<file path="src/pkg/pwmfbc_pkg.sv">
package pwmfbc_pkg;
	// ==========================================
	// register byte offsets
	localparam logic [3:0] ADDR_FLT_CTL = 4'h0;
	localparam logic [3:0] ADDR_LEB_CTL = 4'h4;
	localparam logic [3:0] ADDR_LEB_DLY = 4'h8;
	localparam logic [3:0] ADDR_AUX_CTL = 4'hC;
	localparam logic [7:0] ADDR_STATUS = 8'h10;
	localparam logic [7:0] ADDR_MASK = 8'h14;
	localparam logic [7:0] ADDR_UNLOCK = 8'h18;
	localparam logic [7:0] ADDR_FLT_CLR = 8'h1C;
	// ==========================================
	// field positions and reset values
	localparam int FLT_MODE_LSB = 0;
	localparam int FLT_POL_BIT = 2;
	localparam int FLT_SRC_LSB = 3;
	localparam int FLT_DAT_LSB = 4;
	localparam int LEB_LO_FALL_BIT = 12;
	localparam int LEB_LIM_EN_BIT = 10;
	localparam int LEB_FLT_EN_BIT = 11;
	localparam int LEB_SEL_LOW_BIT = 4;
	localparam int LEB_SEL_HIGH_BIT = 5;
	localparam int AUX_CHOP_SEL_LSB = 2;
	localparam int AUX_BLANK_SEL_LSB = 8;
	localparam logic [15:0] FLT_CTL_RESET = 16'h00F8;
	localparam logic [15:0] FLT_CTL_MASK = 16'h7FFF;
	localparam logic [15:0] LEB_CTL_MASK = 16'hFC3F;
	localparam logic [15:0] LEB_DLY_MASK = 16'h0FFF;
	localparam logic [15:0] AUX_CTL_MASK = 16'h0F3F;
	localparam logic [15:0] DAT_CTL_MASK = 16'h0030;
	localparam logic [31:0] UNLOCK_KEY1 = 32'h0000ABCD;
	localparam logic [31:0] UNLOCK_KEY2 = 32'h00004321;
	// ==========================================
	// codes
	localparam logic [1:0] FMODE_LATCH = 2'h0;
	localparam logic [1:0] FMODE_CYCLE = 2'h1;
	localparam logic [1:0] FMODE_OFF = 2'h3;
	localparam logic [4:0] FSRC_FAULT32 = 5'h1F;
	localparam logic [4:0] FSRC_CMP_FIRST = 5'h08;
	localparam logic [4:0] FSRC_CMP_LAST = 5'h0C;
	localparam logic [1:0] AXI_OKAY = 2'h0;
	localparam logic [1:0] AXI_SLVERR = 2'h2;
	localparam int N_IRQ = 3;
	typedef enum logic [1:0] {LOCK_IDLE, LOCK_KEY1, LOCK_OPEN} pwmfbc_lock_t;
endpackage : pwmfbc_pkg

</file>
<file path="src/pwmfbc_top.sv">
// Summary of operation
// - a 5-bit source select picks fault 1-8, comparators 1-5 or fault 32 (reset default).
// - polarity bit set treats the chosen fault as active low, clear as active high.
// - fault mode 11 ignores the fault; 10 is reserved and also ignores it.
// - fault mode 01 forces both outputs to fault data only while the fault is active.
// - fault mode 00 latches the forced fault state until software clears it.
// - with the write lock strap set, control writes are refused until unlocked.
// - four enables choose which output edges restart the blanking counter.
// - edge blanking applies to fault and limit inputs only when each enable is set.
// - the blanking delay is 12 bits and its upper four bits read zero.
// - blank-on-high and blank-on-low blank inputs by the selected blank signal level.
// - four enables blank inputs while an output is at a chosen level.
// - a 4-bit select picks no state blanking or generator 1-3 high output.
// - a 4-bit select picks the internal chop clock or generator 1-3 high output.
// - separate enables let the chop signal gate the high and/or low output.
// - during a fault the high output takes the upper and low the lower fault data bit.
`timescale 1ns/1ps
module pwmfbc_top
	import pwmfbc_pkg::*;
#(
	parameter int DLY_W = 12
) (
	input wire logic CLK_IN,
	input wire logic RST_B_IN,
	input wire logic CE_IN,
	input wire logic LOCK_STRAP_IN,
	input wire logic PWM_MODULE_ENABLE_IN,
	input wire logic PWM_HIGH_IN,
	input wire logic PWM_LOW_IN,
	input wire logic [7:0] FAULT_PINS_IN,
	input wire logic [4:0] CMP_OUTS_IN,
	input wire logic FAULT32_IN,
	input wire logic LIMIT_IN,
	input wire logic [2:0] GEN_HIGH_IN,
	input wire logic CHOP_CLK_IN,
	input wire logic [4:0] AWADDR_IN,
	input wire logic AWVALID_IN,
	output logic AWREADY_OUT,
	input wire logic [31:0] WDATA_IN,
	input wire logic [3:0] WSTRB_IN,
	input wire logic WVALID_IN,
	output logic WREADY_OUT,
	output logic [1:0] BRESP_OUT,
	output logic BVALID_OUT,
	input wire logic BREADY_IN,
	input wire logic [4:0] ARADDR_IN,
	input wire logic ARVALID_IN,
	output logic ARREADY_OUT,
	output logic [31:0] RDATA_OUT,
	output logic [1:0] RRESP_OUT,
	output logic RVALID_OUT,
	input wire logic RREADY_IN,
	output logic PWM_HIGH_OUT,
	output logic PWM_LOW_OUT,
	output logic FAULT_ACTIVE_OUT,
	output logic LIMIT_BLANKED_OUT,
	output logic IRQ_OUT
);
	// ==========================================
	// registers
	logic [15:0] flt_ctl_reg, leb_ctl_reg, leb_dly_reg, aux_ctl_reg;
	logic [N_IRQ-1:0] status_reg, mask_reg;
	logic lock_strap_reg;
	pwmfbc_lock_t lock_reg;
	logic [7:0] aw_addr_reg;
	logic [31:0] w_data_reg;
	logic [3:0] w_strb_reg;
	logic aw_have_reg, w_have_reg;
	logic [DLY_W-1:0] leb_cnt_reg;
	logic hi_prev_reg, lo_prev_reg;
	logic flt_latch_reg, flt_prev_reg;
	logic flt_clr_reg;

	// ==========================================
	// decode helpers
	function automatic logic [15:0] wmerge(input logic [15:0] old,
		input logic [31:0] d, input logic [3:0] s, input logic [15:0] m);
		logic [15:0] v;
		v = old;
		if (s[0]) begin
			v[7:0] = d[7:0];
		end
		if (s[1]) begin
			v[15:8] = d[15:8];
		end
		return v & m;
	endfunction : wmerge

	function automatic logic gen_pick(input logic [3:0] sel,
		input logic [2:0] gh, input logic zero_val);
		logic r;
		r = 1'b0;
		unique case (sel)
			4'h0: r = zero_val;
			4'h1: r = gh[0];
			4'h2: r = gh[1];
			4'h3: r = gh[2];
			default: r = 1'b0;
		endcase
		return r;
	endfunction : gen_pick

	// ==========================================
	// fault source selection
	logic [4:0] fsrc;
	logic [1:0] fmode;
	logic fsel_raw, fsel_act;
	assign fsrc = flt_ctl_reg[FLT_SRC_LSB +: 5];
	assign fmode = flt_ctl_reg[FLT_MODE_LSB +: 2];
	always_comb begin
		fsel_raw = 1'b0;
		if (fsrc < FSRC_CMP_FIRST) begin
			fsel_raw = FAULT_PINS_IN[fsrc[2:0]];
		end else if (fsrc <= FSRC_CMP_LAST) begin
			fsel_raw = CMP_OUTS_IN[3'(fsrc - FSRC_CMP_FIRST)];
		end else if (fsrc == FSRC_FAULT32) begin
			fsel_raw = FAULT32_IN;
		end
	end
	// polarity must be static while enabled
	assign fsel_act = fsel_raw ^ flt_ctl_reg[FLT_POL_BIT];

	// ==========================================
	// blanking
	logic [3:0] edge_en;
	logic [3:0] edges;
	logic edge_trig, leb_busy, blank_sig, state_blank;
	logic fault_blk, limit_blk, fault_eff;
	assign edge_en = leb_ctl_reg[LEB_LO_FALL_BIT +: 4];
	assign edges = {PWM_HIGH_IN & ~hi_prev_reg, ~PWM_HIGH_IN & hi_prev_reg,
		PWM_LOW_IN & ~lo_prev_reg, ~PWM_LOW_IN & lo_prev_reg};
	assign edge_trig = |(edges & edge_en);
	assign leb_busy = (leb_cnt_reg != '0);
	assign blank_sig = gen_pick(aux_ctl_reg[AUX_BLANK_SEL_LSB +: 4],
		GEN_HIGH_IN, 1'b0);
	assign state_blank =
		(aux_ctl_reg[AUX_BLANK_SEL_LSB +: 4] != 4'h0 &&
		((leb_ctl_reg[LEB_SEL_HIGH_BIT] & blank_sig) |
		(leb_ctl_reg[LEB_SEL_LOW_BIT] & ~blank_sig))) |
		(leb_ctl_reg[3] & PWM_HIGH_IN) | (leb_ctl_reg[2] & ~PWM_HIGH_IN) |
		(leb_ctl_reg[1] & PWM_LOW_IN) | (leb_ctl_reg[0] & ~PWM_LOW_IN);
	assign fault_blk = (leb_busy & leb_ctl_reg[LEB_FLT_EN_BIT]) | state_blank;
	assign limit_blk = (leb_busy & leb_ctl_reg[LEB_LIM_EN_BIT]) | state_blank;
	assign fault_eff = fsel_act & ~fault_blk & (fmode == FMODE_LATCH ||
		fmode == FMODE_CYCLE);

	always_ff @(posedge CLK_IN or negedge RST_B_IN) begin
		if (!RST_B_IN) begin
			leb_cnt_reg <= '0;
			hi_prev_reg <= 1'b0;
			lo_prev_reg <= 1'b0;
		end else if (CE_IN) begin
			hi_prev_reg <= PWM_HIGH_IN;
			lo_prev_reg <= PWM_LOW_IN;
			if (edge_trig) begin
				leb_cnt_reg <= leb_dly_reg[DLY_W-1:0];
			end else if (leb_busy) begin
				leb_cnt_reg <= leb_cnt_reg - 1'b1;
			end
		end
	end

	// ==========================================
	// fault latch and output stage
	logic fault_force, chop_sig, hi_val, lo_val;
	assign fault_force = fault_eff | flt_latch_reg;
	assign chop_sig = gen_pick(aux_ctl_reg[AUX_CHOP_SEL_LSB +: 4],
		GEN_HIGH_IN, CHOP_CLK_IN);
	always_comb begin
		hi_val = PWM_HIGH_IN & (~aux_ctl_reg[1] | chop_sig);
		lo_val = PWM_LOW_IN & (~aux_ctl_reg[0] | chop_sig);
		if (fault_force) begin
			hi_val = flt_ctl_reg[FLT_DAT_LSB + 1];
			lo_val = flt_ctl_reg[FLT_DAT_LSB];
		end
	end

	always_ff @(posedge CLK_IN or negedge RST_B_IN) begin
		if (!RST_B_IN) begin
			flt_latch_reg <= 1'b0;
			flt_prev_reg <= 1'b0;
			PWM_HIGH_OUT <= 1'b0;
			PWM_LOW_OUT <= 1'b0;
			FAULT_ACTIVE_OUT <= 1'b0;
			LIMIT_BLANKED_OUT <= 1'b0;
		end else if (CE_IN) begin
			flt_prev_reg <= fault_eff;
			if (fault_eff && fmode == FMODE_LATCH) begin
				flt_latch_reg <= 1'b1;
			end else if (flt_clr_reg || fmode != FMODE_LATCH) begin
				flt_latch_reg <= 1'b0;
			end
			PWM_HIGH_OUT <= hi_val;
			PWM_LOW_OUT <= lo_val;
			FAULT_ACTIVE_OUT <= fault_force;
			LIMIT_BLANKED_OUT <= LIMIT_IN & limit_blk;
		end
	end

	// ==========================================
	// axi4-lite write channel
	logic wr_fire, wr_ok, ctl_wr;
	logic [7:0] rd_addr;
	assign wr_fire = aw_have_reg && w_have_reg && !BVALID_OUT;
	assign ctl_wr = aw_addr_reg[7:4] == 4'h0;
	assign wr_ok = !ctl_wr || !lock_strap_reg || lock_reg == LOCK_OPEN;
	always_ff @(posedge CLK_IN or negedge RST_B_IN) begin
		if (!RST_B_IN) begin
			aw_have_reg <= 1'b0;
			w_have_reg <= 1'b0;
			aw_addr_reg <= 8'h00;
			w_data_reg <= 32'h00000000;
			w_strb_reg <= 4'h0;
			AWREADY_OUT <= 1'b1;
			WREADY_OUT <= 1'b1;
			BVALID_OUT <= 1'b0;
			BRESP_OUT <= AXI_OKAY;
		end else if (CE_IN) begin
			if (AWVALID_IN && AWREADY_OUT) begin
				aw_have_reg <= 1'b1;
				aw_addr_reg <= {3'h0, AWADDR_IN};
				AWREADY_OUT <= 1'b0;
			end
			if (WVALID_IN && WREADY_OUT) begin
				w_have_reg <= 1'b1;
				w_data_reg <= WDATA_IN;
				w_strb_reg <= WSTRB_IN;
				WREADY_OUT <= 1'b0;
			end
			if (wr_fire) begin
				BVALID_OUT <= 1'b1;
				BRESP_OUT <= wr_ok ? AXI_OKAY : AXI_SLVERR;
				aw_have_reg <= 1'b0;
				w_have_reg <= 1'b0;
			end
			if (BVALID_OUT && BREADY_IN) begin
				BVALID_OUT <= 1'b0;
				AWREADY_OUT <= 1'b1;
				WREADY_OUT <= 1'b1;
			end
		end
	end

	always_ff @(posedge CLK_IN or negedge RST_B_IN) begin
		if (!RST_B_IN) begin
			flt_ctl_reg <= FLT_CTL_RESET;
			leb_ctl_reg <= 16'h0000;
			leb_dly_reg <= 16'h0000;
			aux_ctl_reg <= 16'h0000;
			mask_reg <= '0;
			flt_clr_reg <= 1'b0;
		end else if (CE_IN) begin
			flt_clr_reg <= 1'b0;
			if (wr_fire && wr_ok) begin
				unique case (aw_addr_reg)
					{4'h0, ADDR_FLT_CTL}: flt_ctl_reg <= wmerge(flt_ctl_reg,
						w_data_reg, w_strb_reg, FLT_CTL_MASK);
					{4'h0, ADDR_LEB_CTL}: leb_ctl_reg <= wmerge(leb_ctl_reg,
						w_data_reg, w_strb_reg, LEB_CTL_MASK);
					{4'h0, ADDR_LEB_DLY}: leb_dly_reg <= wmerge(leb_dly_reg,
						w_data_reg, w_strb_reg, LEB_DLY_MASK);
					{4'h0, ADDR_AUX_CTL}: aux_ctl_reg <= wmerge(aux_ctl_reg,
						w_data_reg, w_strb_reg, AUX_CTL_MASK);
					ADDR_MASK: mask_reg <= w_data_reg[N_IRQ-1:0];
					default: flt_clr_reg <= (aw_addr_reg == ADDR_FLT_CLR) &&
						w_data_reg[0];
				endcase
			end
		end
	end

	// unlock: key1 then key2 to unlock register, opens one write
	always_ff @(posedge CLK_IN or negedge RST_B_IN) begin
		if (!RST_B_IN) begin
			lock_reg <= LOCK_IDLE;
			lock_strap_reg <= 1'b0;
		end else if (CE_IN) begin
			lock_strap_reg <= LOCK_STRAP_IN;
			if (wr_fire) begin
				unique case (lock_reg)
					LOCK_IDLE: lock_reg <= (aw_addr_reg == ADDR_UNLOCK &&
						w_data_reg == UNLOCK_KEY1) ? LOCK_KEY1 : LOCK_IDLE;
					LOCK_KEY1: lock_reg <= (aw_addr_reg == ADDR_UNLOCK &&
						w_data_reg == UNLOCK_KEY2) ? LOCK_OPEN : LOCK_IDLE;
					LOCK_OPEN: lock_reg <= ctl_wr ? LOCK_IDLE : LOCK_OPEN;
				endcase
			end
		end
	end

	// ==========================================
	// interrupts and read channel
	logic [N_IRQ-1:0] ev;
	logic rd_stat;
	logic [31:0] rd_val;
	assign ev = {fault_eff & ~flt_prev_reg, LIMIT_IN & limit_blk, edge_trig};
	assign rd_addr = {3'h0, ARADDR_IN};
	assign rd_stat = ARVALID_IN && ARREADY_OUT && rd_addr == ADDR_STATUS;
	always_comb begin
		rd_val = 32'h00000000;
		unique case (rd_addr)
			{4'h0, ADDR_FLT_CTL}: rd_val = {16'h0000, flt_ctl_reg};
			{4'h0, ADDR_LEB_CTL}: rd_val = {16'h0000, leb_ctl_reg};
			{4'h0, ADDR_LEB_DLY}: rd_val = {16'h0000, leb_dly_reg};
			{4'h0, ADDR_AUX_CTL}: rd_val = {16'h0000, aux_ctl_reg};
			ADDR_STATUS: rd_val = {29'h0, status_reg};
			ADDR_MASK: rd_val = {29'h0, mask_reg};
			ADDR_UNLOCK: rd_val = {28'h0, flt_latch_reg,
				lock_reg == LOCK_OPEN, lock_strap_reg, PWM_MODULE_ENABLE_IN};
			default: rd_val = 32'h00000000;
		endcase
	end

	always_ff @(posedge CLK_IN or negedge RST_B_IN) begin
		if (!RST_B_IN) begin
			status_reg <= '0;
			IRQ_OUT <= 1'b0;
			ARREADY_OUT <= 1'b1;
			RVALID_OUT <= 1'b0;
			RDATA_OUT <= 32'h00000000;
			RRESP_OUT <= AXI_OKAY;
		end else if (CE_IN) begin
			// set wins over read clear
			status_reg <= (rd_stat ? '0 : status_reg) | ev;
			IRQ_OUT <= |(((rd_stat ? '0 : status_reg) | ev) & mask_reg);
			if (ARVALID_IN && ARREADY_OUT) begin
				ARREADY_OUT <= 1'b0;
				RVALID_OUT <= 1'b1;
				RDATA_OUT <= rd_val;
				RRESP_OUT <= (rd_addr[1:0] == 2'h0 && rd_addr <= ADDR_FLT_CLR)
					? AXI_OKAY : AXI_SLVERR;
			end else if (RVALID_OUT && RREADY_IN) begin
				RVALID_OUT <= 1'b0;
				ARREADY_OUT <= 1'b1;
			end
		end
	end
endmodule : pwmfbc_top

</file>
<file path="config.mk">
export PLATFORM = sky130hd
export DESIGN_NAME = pwmfbc_top
export DESIGN_NICKNAME = d
export VERILOG_FILES = /design/src/pkg/pwmfbc_pkg.sv /design/src/pwmfbc_top.sv
export SDC_FILE = /design/constraint.sdc
export NUM_CORES = 1
export LEC_CHECK = 0
export ABC_AREA = 1
export BUFFER_PORTS_ARGS = -buffer_cell sky130_fd_sc_hd__clkbuf_2
export CORE_MARGIN = 1
export CORE_UTILIZATION = 51
export CTS_BUF_LIST = sky130_fd_sc_hd__clkbuf_8
export CTS_CLUSTER_SIZE = 10
export DETAILED_ROUTE_END_ITERATION = 12
export PLACE_DENSITY = 0.81
export RECOVER_POWER = 100
export SYNTH_ARGS = -nofsm -noshare
export SYNTH_HDL_FRONTEND = slang
export SYNTH_SLANG_ARGS = --single-unit
</file>
<file path="constraint.sdc">
create_clock -name CLK_IN -period 2.24 [get_ports CLK_IN]
set_input_delay 0.336 -clock CLK_IN [delete_from_list [all_inputs] [get_ports CLK_IN]]
set_output_delay 0.336 -clock CLK_IN [all_outputs]
set_load 0.005 [all_outputs]
</file>
### Word-level counts from Yosys, hierarchy flattened

Cells that the tools add are included.

| storage, ports and cells | value |
|---|---|
| register bits | 162 |
| bits in latches | 0 |
| RAM bits | 0 |
| bits in read-only memories | 0 |
| input port bits | 77 |
| memories kept | 0 |

| operators by class | value |
|---|---|
| add/subtract/negate cells | 2 |
| $mul | 0 |
| div/mod/pow operators | 0 |
| magnitude comparators | 5 |
| equality and inequality tests | 24 |
| shift operators | 0 |
| mux-type cells | 39 |
| bitwise logic cells | 41 |
| reductions and logical operators | 64 |

Operators by type and width:

| kind | count |
|---|---|
| one-hot mux 16 bit (7 select lines) | 1 |
| == test 5 bit, second input constant | 7 |
| == test 32 x 15 -> 1 bit, second input constant | 1 |
| == test 32 x 16 -> 1 bit, second input constant | 1 |
| AND reduction 4 bit | 8 |
| two-way mux 1 bit | 26 |
| two-way mux 12 bit | 2 |
| AND reduction 2 bit | 12 |
| == test 5 x 4 -> 1 bit, second input constant | 4 |
| bitwise AND 1 bit | 18 |
| nonzero test 2 bit | 9 |
| == test 4 x 2 -> 1 bit, second input constant | 4 |
| logical NOT 8 bit | 2 |
| logical AND 1 bit | 15 |
| nonzero test 12 bit | 1 |
| subtractor 12 x 1 -> 12 bit, second input constant | 1 |
| == test 5 x 3 -> 1 bit, second input constant | 2 |
| bitwise OR 1 bit | 10 |
| NOT 1 bit | 9 |
| == test 4 x 1 -> 1 bit, second input constant | 2 |
| logical NOT 4 bit | 2 |
| < comparator 3 x 4 -> 1 bit, second input constant | 2 |
| two-way mux 2 bit | 4 |
| binary-select mux 1 bit (select 3 bit) | 2 |
| other kinds (22) | 30 |

### Logic depth before layout (Yosys ltp)

Gate-level depths: netlist (run 1).

| depth | value |
|---|---|
| depth in word-level cells | 18 |
| gate-level depth with buffers | 14 |
| mapped depth without buffers | 13 |

### Worst setup path before layout (run 1)

OpenSTA, ideal clock, no wires.

| timing path | value |
|---|---|
| kind | reg2reg |
| from | register leb_cnt_reg[0] |
| to | register leb_cnt_reg[0] |
| library setup time | 0.125 ns |
| arrival | 1.467 ns |
| setup slack | 0.648 ns |
| stages on the path, launching flop included | 11 |
| path buffers | 1 |
| period minus slack after synthesis | 1.592 ns |
| path through | dfrtp_1 > inv_1 > ha_1 > nand2_1 > nor3_2 > nand2_2 > nand2_4 > inv_2 > buf_6 > o211ai_2 > o21ai_1 |

| on the way | value |
|---|---|
| cells in the longest elaborated chain, start to end | 3 |

RTL lines:

| element | line | text |
|---|---|---|
| start: declaration | pwmfbc_top.sv:69 | `logic [DLY_W-1:0] leb_cnt_reg;` |
| start signal: assignment | pwmfbc_top.sv:156 | `leb_cnt_reg <= leb_dly_reg[DLY_W-1:0];` |
| start signal: assignment | pwmfbc_top.sv:158 | `leb_cnt_reg <= leb_cnt_reg - 1'b1;` |
| subtractor 12 x 1 -> 12 bit or nonzero test 12 bit (tied branches) | pwmfbc_top.sv:158, pwmfbc_top.sv:133 |  |
| two-way mux 12 bit or nonzero test 2 bit (tied branches) | n/a |  |
| two-way mux 12 bit or AND reduction 2 bit (tied branches) | n/a |  |

Parallel ways exist; a longest one is shown, timed or not. The select of a mux whose other input is x is not followed.
A chain may end at the register's enable or synchronous reset.

### Worst setup path in the final report (run 1)

| timing path | value |
|---|---|
| from | register ARREADY_OUT |
| to | register RDATA_OUT[15] |

| on the way | value |
|---|---|
| cells in the longest elaborated chain, start to end | 2 |

RTL lines:

| element | line | text |
|---|---|---|
| start: declaration | pwmfbc_top.sv:48 | `output logic ARREADY_OUT,` |
| start signal: assignment | pwmfbc_top.sv:318 | `ARREADY_OUT <= 1'b1;` |
| start signal: assignment | pwmfbc_top.sv:327 | `ARREADY_OUT <= 1'b0;` |
| start signal: assignment | pwmfbc_top.sv:334 | `ARREADY_OUT <= 1'b1;` |
| logical AND 1 bit | pwmfbc_top.sv:326 | `if (ARVALID_IN && ARREADY_OUT) begin` |
| AND reduction 2 bit (no line) | n/a |  |
| end signal: assignment | pwmfbc_top.sv:329 | `RDATA_OUT <= rd_val;` |
| end: declaration | pwmfbc_top.sv:49 | `output logic [31:0] RDATA_OUT,` |

No other way between the ends.

==> impl_metrics.ini, run 1 <==
[grt]
antenna_found_initial = 0
grt_usage_pct = 26.27
grt_first_pass_wirelength_um = 29020
grt_max_degree = 51
first_global_vias = 5839
overflow = 0

[hold_path]
min_path_type = primary input to register

[power]
combPwrFrac_pct = 28.5
cellLeakagePower_uw = 0.003922
p_int_uw = 5211
p_seq_share_pct = 47.6
powerDensity_mw_per_mm2 = 1045
switching_share_pct = 37.85
clockPowerShare_pct = 23.9
switching_power_uw = 3174
vdd_ir_drop_max_mv = 0.5241

[clocking]
cts_tree = done
cts_resized = 0
cts_buffer_depth = 2
path_clk_slew_ns = 0.08
cts_buffers = 17
cts_setup_buffers = 0
insertion_delay_ns = 0.47
cts.htree.levels = 4
numClockSinks = 144
cts_root_buffer = clkbuf_8

[timing]
period_share_pct = 92.06
fmax_ghz = 0.4849
setup_tns_ns = 0
tightest_slew_ns = 1.330
report.final.slew_viol_count = 0
finalHoldViolCount = 0
rsz0062_at_grt = false
setup_viol = 0
layout_setup_ws_ns = 0.1779
slew_headroom_pct = 11.33
layout_min_cycle_time_ns = 2.062
skew_ns = 0.02184

[finish]
final_common_cell = nand2_1
layout-drive-gt1-share_pct = 17.49
largest_reg_flops = 32
area_delta_synth_final_pct = 11.14
antenna_cells = 0
nets = 1057
design_area_sq_mm = 0.008024
layout_common_cells = 280 x nand2_1, 136 x dfrtp_1, 107 x o21ai_0

[synth]
syn_area_sq_mm = 0.007219
syn_area_per_cell_sq_um = 8.337
synth_cell_type_count = 49
ys_warn_count = 0
synthCells = 866
yosysSeqAreaShare_pct = 50.05
synth-seq-cells = 144
ys.flop_type = dfrtp_1
async_flop_share_pct = 100.0
synth_edf_count = 0

[worst_setup_path]
path_cells = nand2_1 > nor2_1 > inv_2 > buf_4 > nor2_1 > nand3_1 > nand2_1
start_kind = register
end_kind = register
required_ns = 2.63
cp.arrival_ns = 2.46
cp_max_fo = 24
crit_path_max_incr_delay_ns = 0.58
crit_slowest_cell = dfstp_2
path_class = register to register

[routing]
dr_wl_met2_um = 8269
highest_layer = met4
drtIter0Drc = 568
wl_per_cell_um = 15.23
drc = 0
dr_wl_met3_um = 1352
vias_per_cell = 5.338
antenna_left = 0
num_vias = 6240
drtPass1Iterations = 5
wl_met1_um = 7678
wl_um = 17810

[floorplanning]
core_sq_mm = 0.01383
fp.dieH_um = 121.0
ios = 123
die_area_sq_mm = 0.01464
die_x_um = 121.0
rows = 43
start_util_pct = 52.21

[placement]
finalWeightedCongestion = 0.9012
io_buffers = 102
dp_hpwl_um = 13310
place_ws_ns = 0.3653
placed_area_sq_mm = 0.007845

[run_status]
outcome = complete, no violations

[flow_run]
cap_violations = 0
cell type report:
cell class / count / area, sq um
Timing Repair Buffer: 116 / 603.1
Tap cell: 180 / 225.2
Multi-Input combinational cell: 608 / 2868
Inverter: 90 / 337.8
Clock inverter: 14 / 142.6
Fill cell: 1295 / 5803
Sequential cell: 144 / 3613
Clock buffer: 17 / 234.0
synth_stat cells, types with 5 or more instances:
cell	instances	share of area (%)
o21ai_0	64	4.4
buf_6	6	0.94
nor3_1	5	0.35
dfrtp_1	136	47
o21ai_1	23	1.6
o21ai_2	33	4.0
nor3_2	7	0.97
nand4_1	7	0.61
inv_1	79	4.1
buf_2	7	0.49
nor2_1	44	2.3
dfstp_2	8	2.9
clkbuf_1	6	0.31
a21oi_1	12	0.83
inv_2	10	0.52
nand3_1	58	4.0
buf_4	22	2.3
nand2_1	279	15
through the flow:
stage	hold slack [ns]	total power (uW)	utilization (%)	std cells
final	0.06939	8386	58.03	1169
after CTS	0.05004	8606	59.53	1169
after floorplan	0.04041	5738	-	883
after global routing	0.06491	8965	58.03	1169
after detailed placement	0.3157	6607	56.74	1137
after global placement	0.3136	6460	56.74	1137
final timing paths:
| check | startpoint | to | slack [ns] | cells after the start |
|---|---|---|---|---|
| setup / recovery | ARREADY_OUT | RDATA_OUT[15] | 0.18 | 7 |
| setup reg to reg | ARREADY_OUT | RDATA_OUT[15] | 0.18 | 7 |
| hold reg to reg | flt_prev_reg | status_reg[2] | 0.47 | 1 |
| min in group asynchronous | RST_B_IN | RDATA_OUT[14] | 0.71 | 2 |
| max in group asynchronous | RST_B_IN | flt_ctl_reg[4] | 0.39 | 3 |
| hold / removal | WDATA_IN[20] | w_data_reg[20] | 0.07 | 3 |
power by group through the flow:
stage / sequential [uW] / clock, uW / combinational, uW
2_1_floorplan: 3880 / 0 / 1850
3_3_place_gp: 4000 / 0 / 2460
3_5_place_dp: 4030 / 0 / 2580
4_1_cts: 3990 / 2020 / 2590
5_1_grt: 4090 / 2130 / 2740
6_report: 3990 / 2010 / 2390
cells by family (layout without fill, tap and decap cells):
kind of cell | Yosys count | in the layout | share of synthesized area [%]
AOI/OAI and AO/OA | 165 | 165 | 14.82
DFF | 144 | 144 | 50.05
buffers and inverters | 131 | 237 | 8.700
and+or+nand+nor | 422 | 422 | 25.86
other | 1 | 18 | 0.05194
adders and majority gates | 3 | 3 | 0.5200
critical path, delay by kind of cell (launching register included):
kind,cells,cell delay (ns)
AND/OR/NAND/NOR,5,1.09
flip-flops,1,0.58
buffers and inverters,2,0.32
per-layer routing:
metal | global-route usage (%) | up-vias
li1 | - | 3022
met4 | 11.73 | 0
met2 | 41.29 | 266
met5 | 0 | -
met3 | 5.639 | 45
met1 | 34.94 | 2907
what timing repair did:
action,4_1_cts,5_1_grt
setup endpoints to repair,0,0
endpoints found under the hold margin,43,0
hold buffers,1,0
(Power assumes the default switching activity.)
==> inputs of run 2 (changes only) <==
--- a/config.mk
+++ b/config.mk
@@ -12,7 +12,7 @@
 export CTS_BUF_LIST = sky130_fd_sc_hd__clkbuf_8
 export CTS_CLUSTER_SIZE = 10
 export DETAILED_ROUTE_END_ITERATION = 12
-export PLACE_DENSITY = 0.81
+export PLACE_DENSITY = 0.74
 export RECOVER_POWER = 100
 export SYNTH_ARGS = -nofsm -noshare
 export SYNTH_HDL_FRONTEND = slang
==> run 2 against run 1 <==
Effect of this change: the flow now finishes with violations (max-capacitance violations, max-slew violations); first-iteration DRC count decreased by 13%; cell count about the same; die area unchanged; clock power increased by 5%; critical path type unchanged; largest cell class unchanged; critical path depth unchanged; hold slack improved by 0.0045 ns; count of clock-buffer cells in the layout increased by 2; critical endpoint is now RDATA_OUT[6]; final area increased by 0.87%; non-clock buffer count unchanged.
==> impl_metrics.ini, run 2 (same netlist as run 1, synthesis figures left out) <==
[routing]
antenna_left = 0
wl_um = 17350
vias_per_cell = 5.176
wl_per_cell_um = 14.85
drc = 0
num_vias = 6046
drtPass1Iterations = 8
drtIter0Drc = 493

[timing]
setup_viol = 0
fmax_ghz = 0.5029
tightest_slew_ns = 1.540
period_share_pct = 88.77
layout_min_cycle_time_ns = 1.989
report.final.slew_viol_count = 59
finalHoldViolCount = 0
skew_ns = 0.01181
rsz0062_at_grt = false
slew_headroom_pct = -2.698
setup_tns_ns = 0

[finish]
fillers = 1299
largest_reg_flops = 32
nets = 1057
final_common_cell = nand2_1
layout_common_cells = 280 x nand2_1, 136 x dfrtp_1, 107 x o21ai_0
antenna_cells = 0
fin_cells = 1168
layout-drive-gt1-share_pct = 17.51
area_delta_synth_final_pct = 12.11

[grt]
grt_max_degree = 61
overflow = 0
antenna_found_initial = 0
grt_first_pass_wirelength_um = 27990
first_global_vias = 5554
grt_usage_pct = 25.34

[clocking]
cts_root_buffer = clkbuf_8
cts_tree = done
path_clk_slew_ns = 0.07
cts_buffer_depth = 2
cts_buffers = 17
cts.htree.levels = 4
cts_setup_buffers = 0
numClockSinks = 144
insertion_delay_ns = 0.46
cts_resized = 0

[worst_setup_path]
required_ns = 2.64
crit_slowest_cell = dfstp_1
crit_path_max_incr_delay_ns = 0.60
cpMostUsedCell = nand2_1
cp_max_fo = 15
end_kind = register
cp.arrival_ns = 2.38
start_kind = register
path_class = register to register
path_cells = nand2_1 > nor2_4 > inv_1 > a311oi_1 > buf_4 > a32oi_1 > nand2_1

[power]
vdd_ir_drop_max_mv = 0.5768
power_uw = 8470
powerDensity_mw_per_mm2 = 1046
cellLeakagePower_uw = 0.003974

[floorplanning]
start_util_pct = 52.21
core_sq_mm = 0.01383
fp.dieH_um = 121.0
ios = 123
die_area_sq_mm = 0.01464
rows = 43
die_x_um = 121.0

[placement]
finalWeightedCongestion = 0.8887
dpl.cell_count = 1137
io_buffers = 102
dp_hpwl_um = 12820

[flow_run]
cap_violations = 1

[run_status]
outcome = finished with violations
failed_checks = max-capacitance violations, max-slew violations

[hold_path]
min_path_type = primary input to register
[run 2: changes by cell type in the layout (fill, tap and decap cells not counted), moves of 2 or more]
cell / previous run / this run
clkbuf_2: 95 / 93
inv_6: 2 / 0
nor2_4: 1 / 3
buf_4: 7 / 9
clkinvlp_4: 5 / 2
nor2_1: 46 / 44
clkbuf_8: 17 / 19
[run 2: worst paths after layout]
check	from	end	slack, ns	cells past startpoint
worst max-delay path	ARREADY_OUT	RDATA_OUT[6]	0.25	7
worst min-delay path	WDATA_IN[29]	w_data_reg[29]	0.07	3
worst max register to register	ARREADY_OUT	RDATA_OUT[6]	0.25	7
worst min register to register	flt_prev_reg	status_reg[2]	0.47	1
max in group asynchronous	RST_B_IN	AWREADY_OUT	0.41	3
min in group asynchronous	RST_B_IN	leb_cnt_reg[8]	0.80	2
[run 2: where the power goes]
| group | internal, uW | leakage, uW | switching (uW) |
|---|---|---|---|
| Clock | 1140 | 0.000205 | 974 |
| Combinational | 820 | 0.00192 | 1560 |
| Sequential | 3420 | 0.00185 | 559 |
[run 2: layout make-up]
class | count | area [sq um] | share of cell area (%)
clock buffers | 19 | 261.5 | 3.231
clock inverters | 11 | 141.4 | 1.747
inverters | 90 | 337.8 | 4.174
multi-input cells | 608 | 2882 | 35.60
flip-flops and latches | 144 | 3613 | 44.64
well taps | 180 | 225.2 | 2.783
repair buffers | 116 | 633.1 | 7.822
[run 2: metrics by stage]
stage / hold WS [ns] / util, % / worst slack (ns) / cell area (sq um)
final: 0.07386 / 58.54 / 0.2514 / 8094
after detailed placement: 0.3544 / 56.92 / 0.3556 / 7870
after global placement: 0.3473 / 56.92 / 0.3989 / 7870
after global routing: 0.06084 / 58.54 / 0.1099 / 8094
after floorplan: 0.04041 / - / 0.6485 / 7283
after CTS: 0.05245 / 59.90 / 0.3326 / 8283
[run 2: what timing repair did]
| action | in CTS | in global routing |
|---|---|---|
| hold buffers | 1 | 0 |
| endpoints found under the hold margin | 55 | 0 |
| endpoints found under the setup margin | 0 | 0 |
[run 2: worst max-delay path, delay by kind of cell (launching register included)]
family / cells / cell delay [ns]
buf+inv: 2 / 0.45
flops: 1 / 0.60
compound gates: 2 / 0.60
simple gates: 3 / 0.27
[run 2: per-layer routing]
| metal | up-vias | share of wire, % | global-route usage, % |
|---|---|---|---|
| met5 | - | 0 | 0 |
| met4 | 0 | 2.0 | 8.410 |
| met3 | 32 | 6.1 | 5.827 |
| met2 | 215 | 46 | 39.54 |
| met1 | 2789 | 46 | 34.89 |
| li1 | 3010 | - | - |
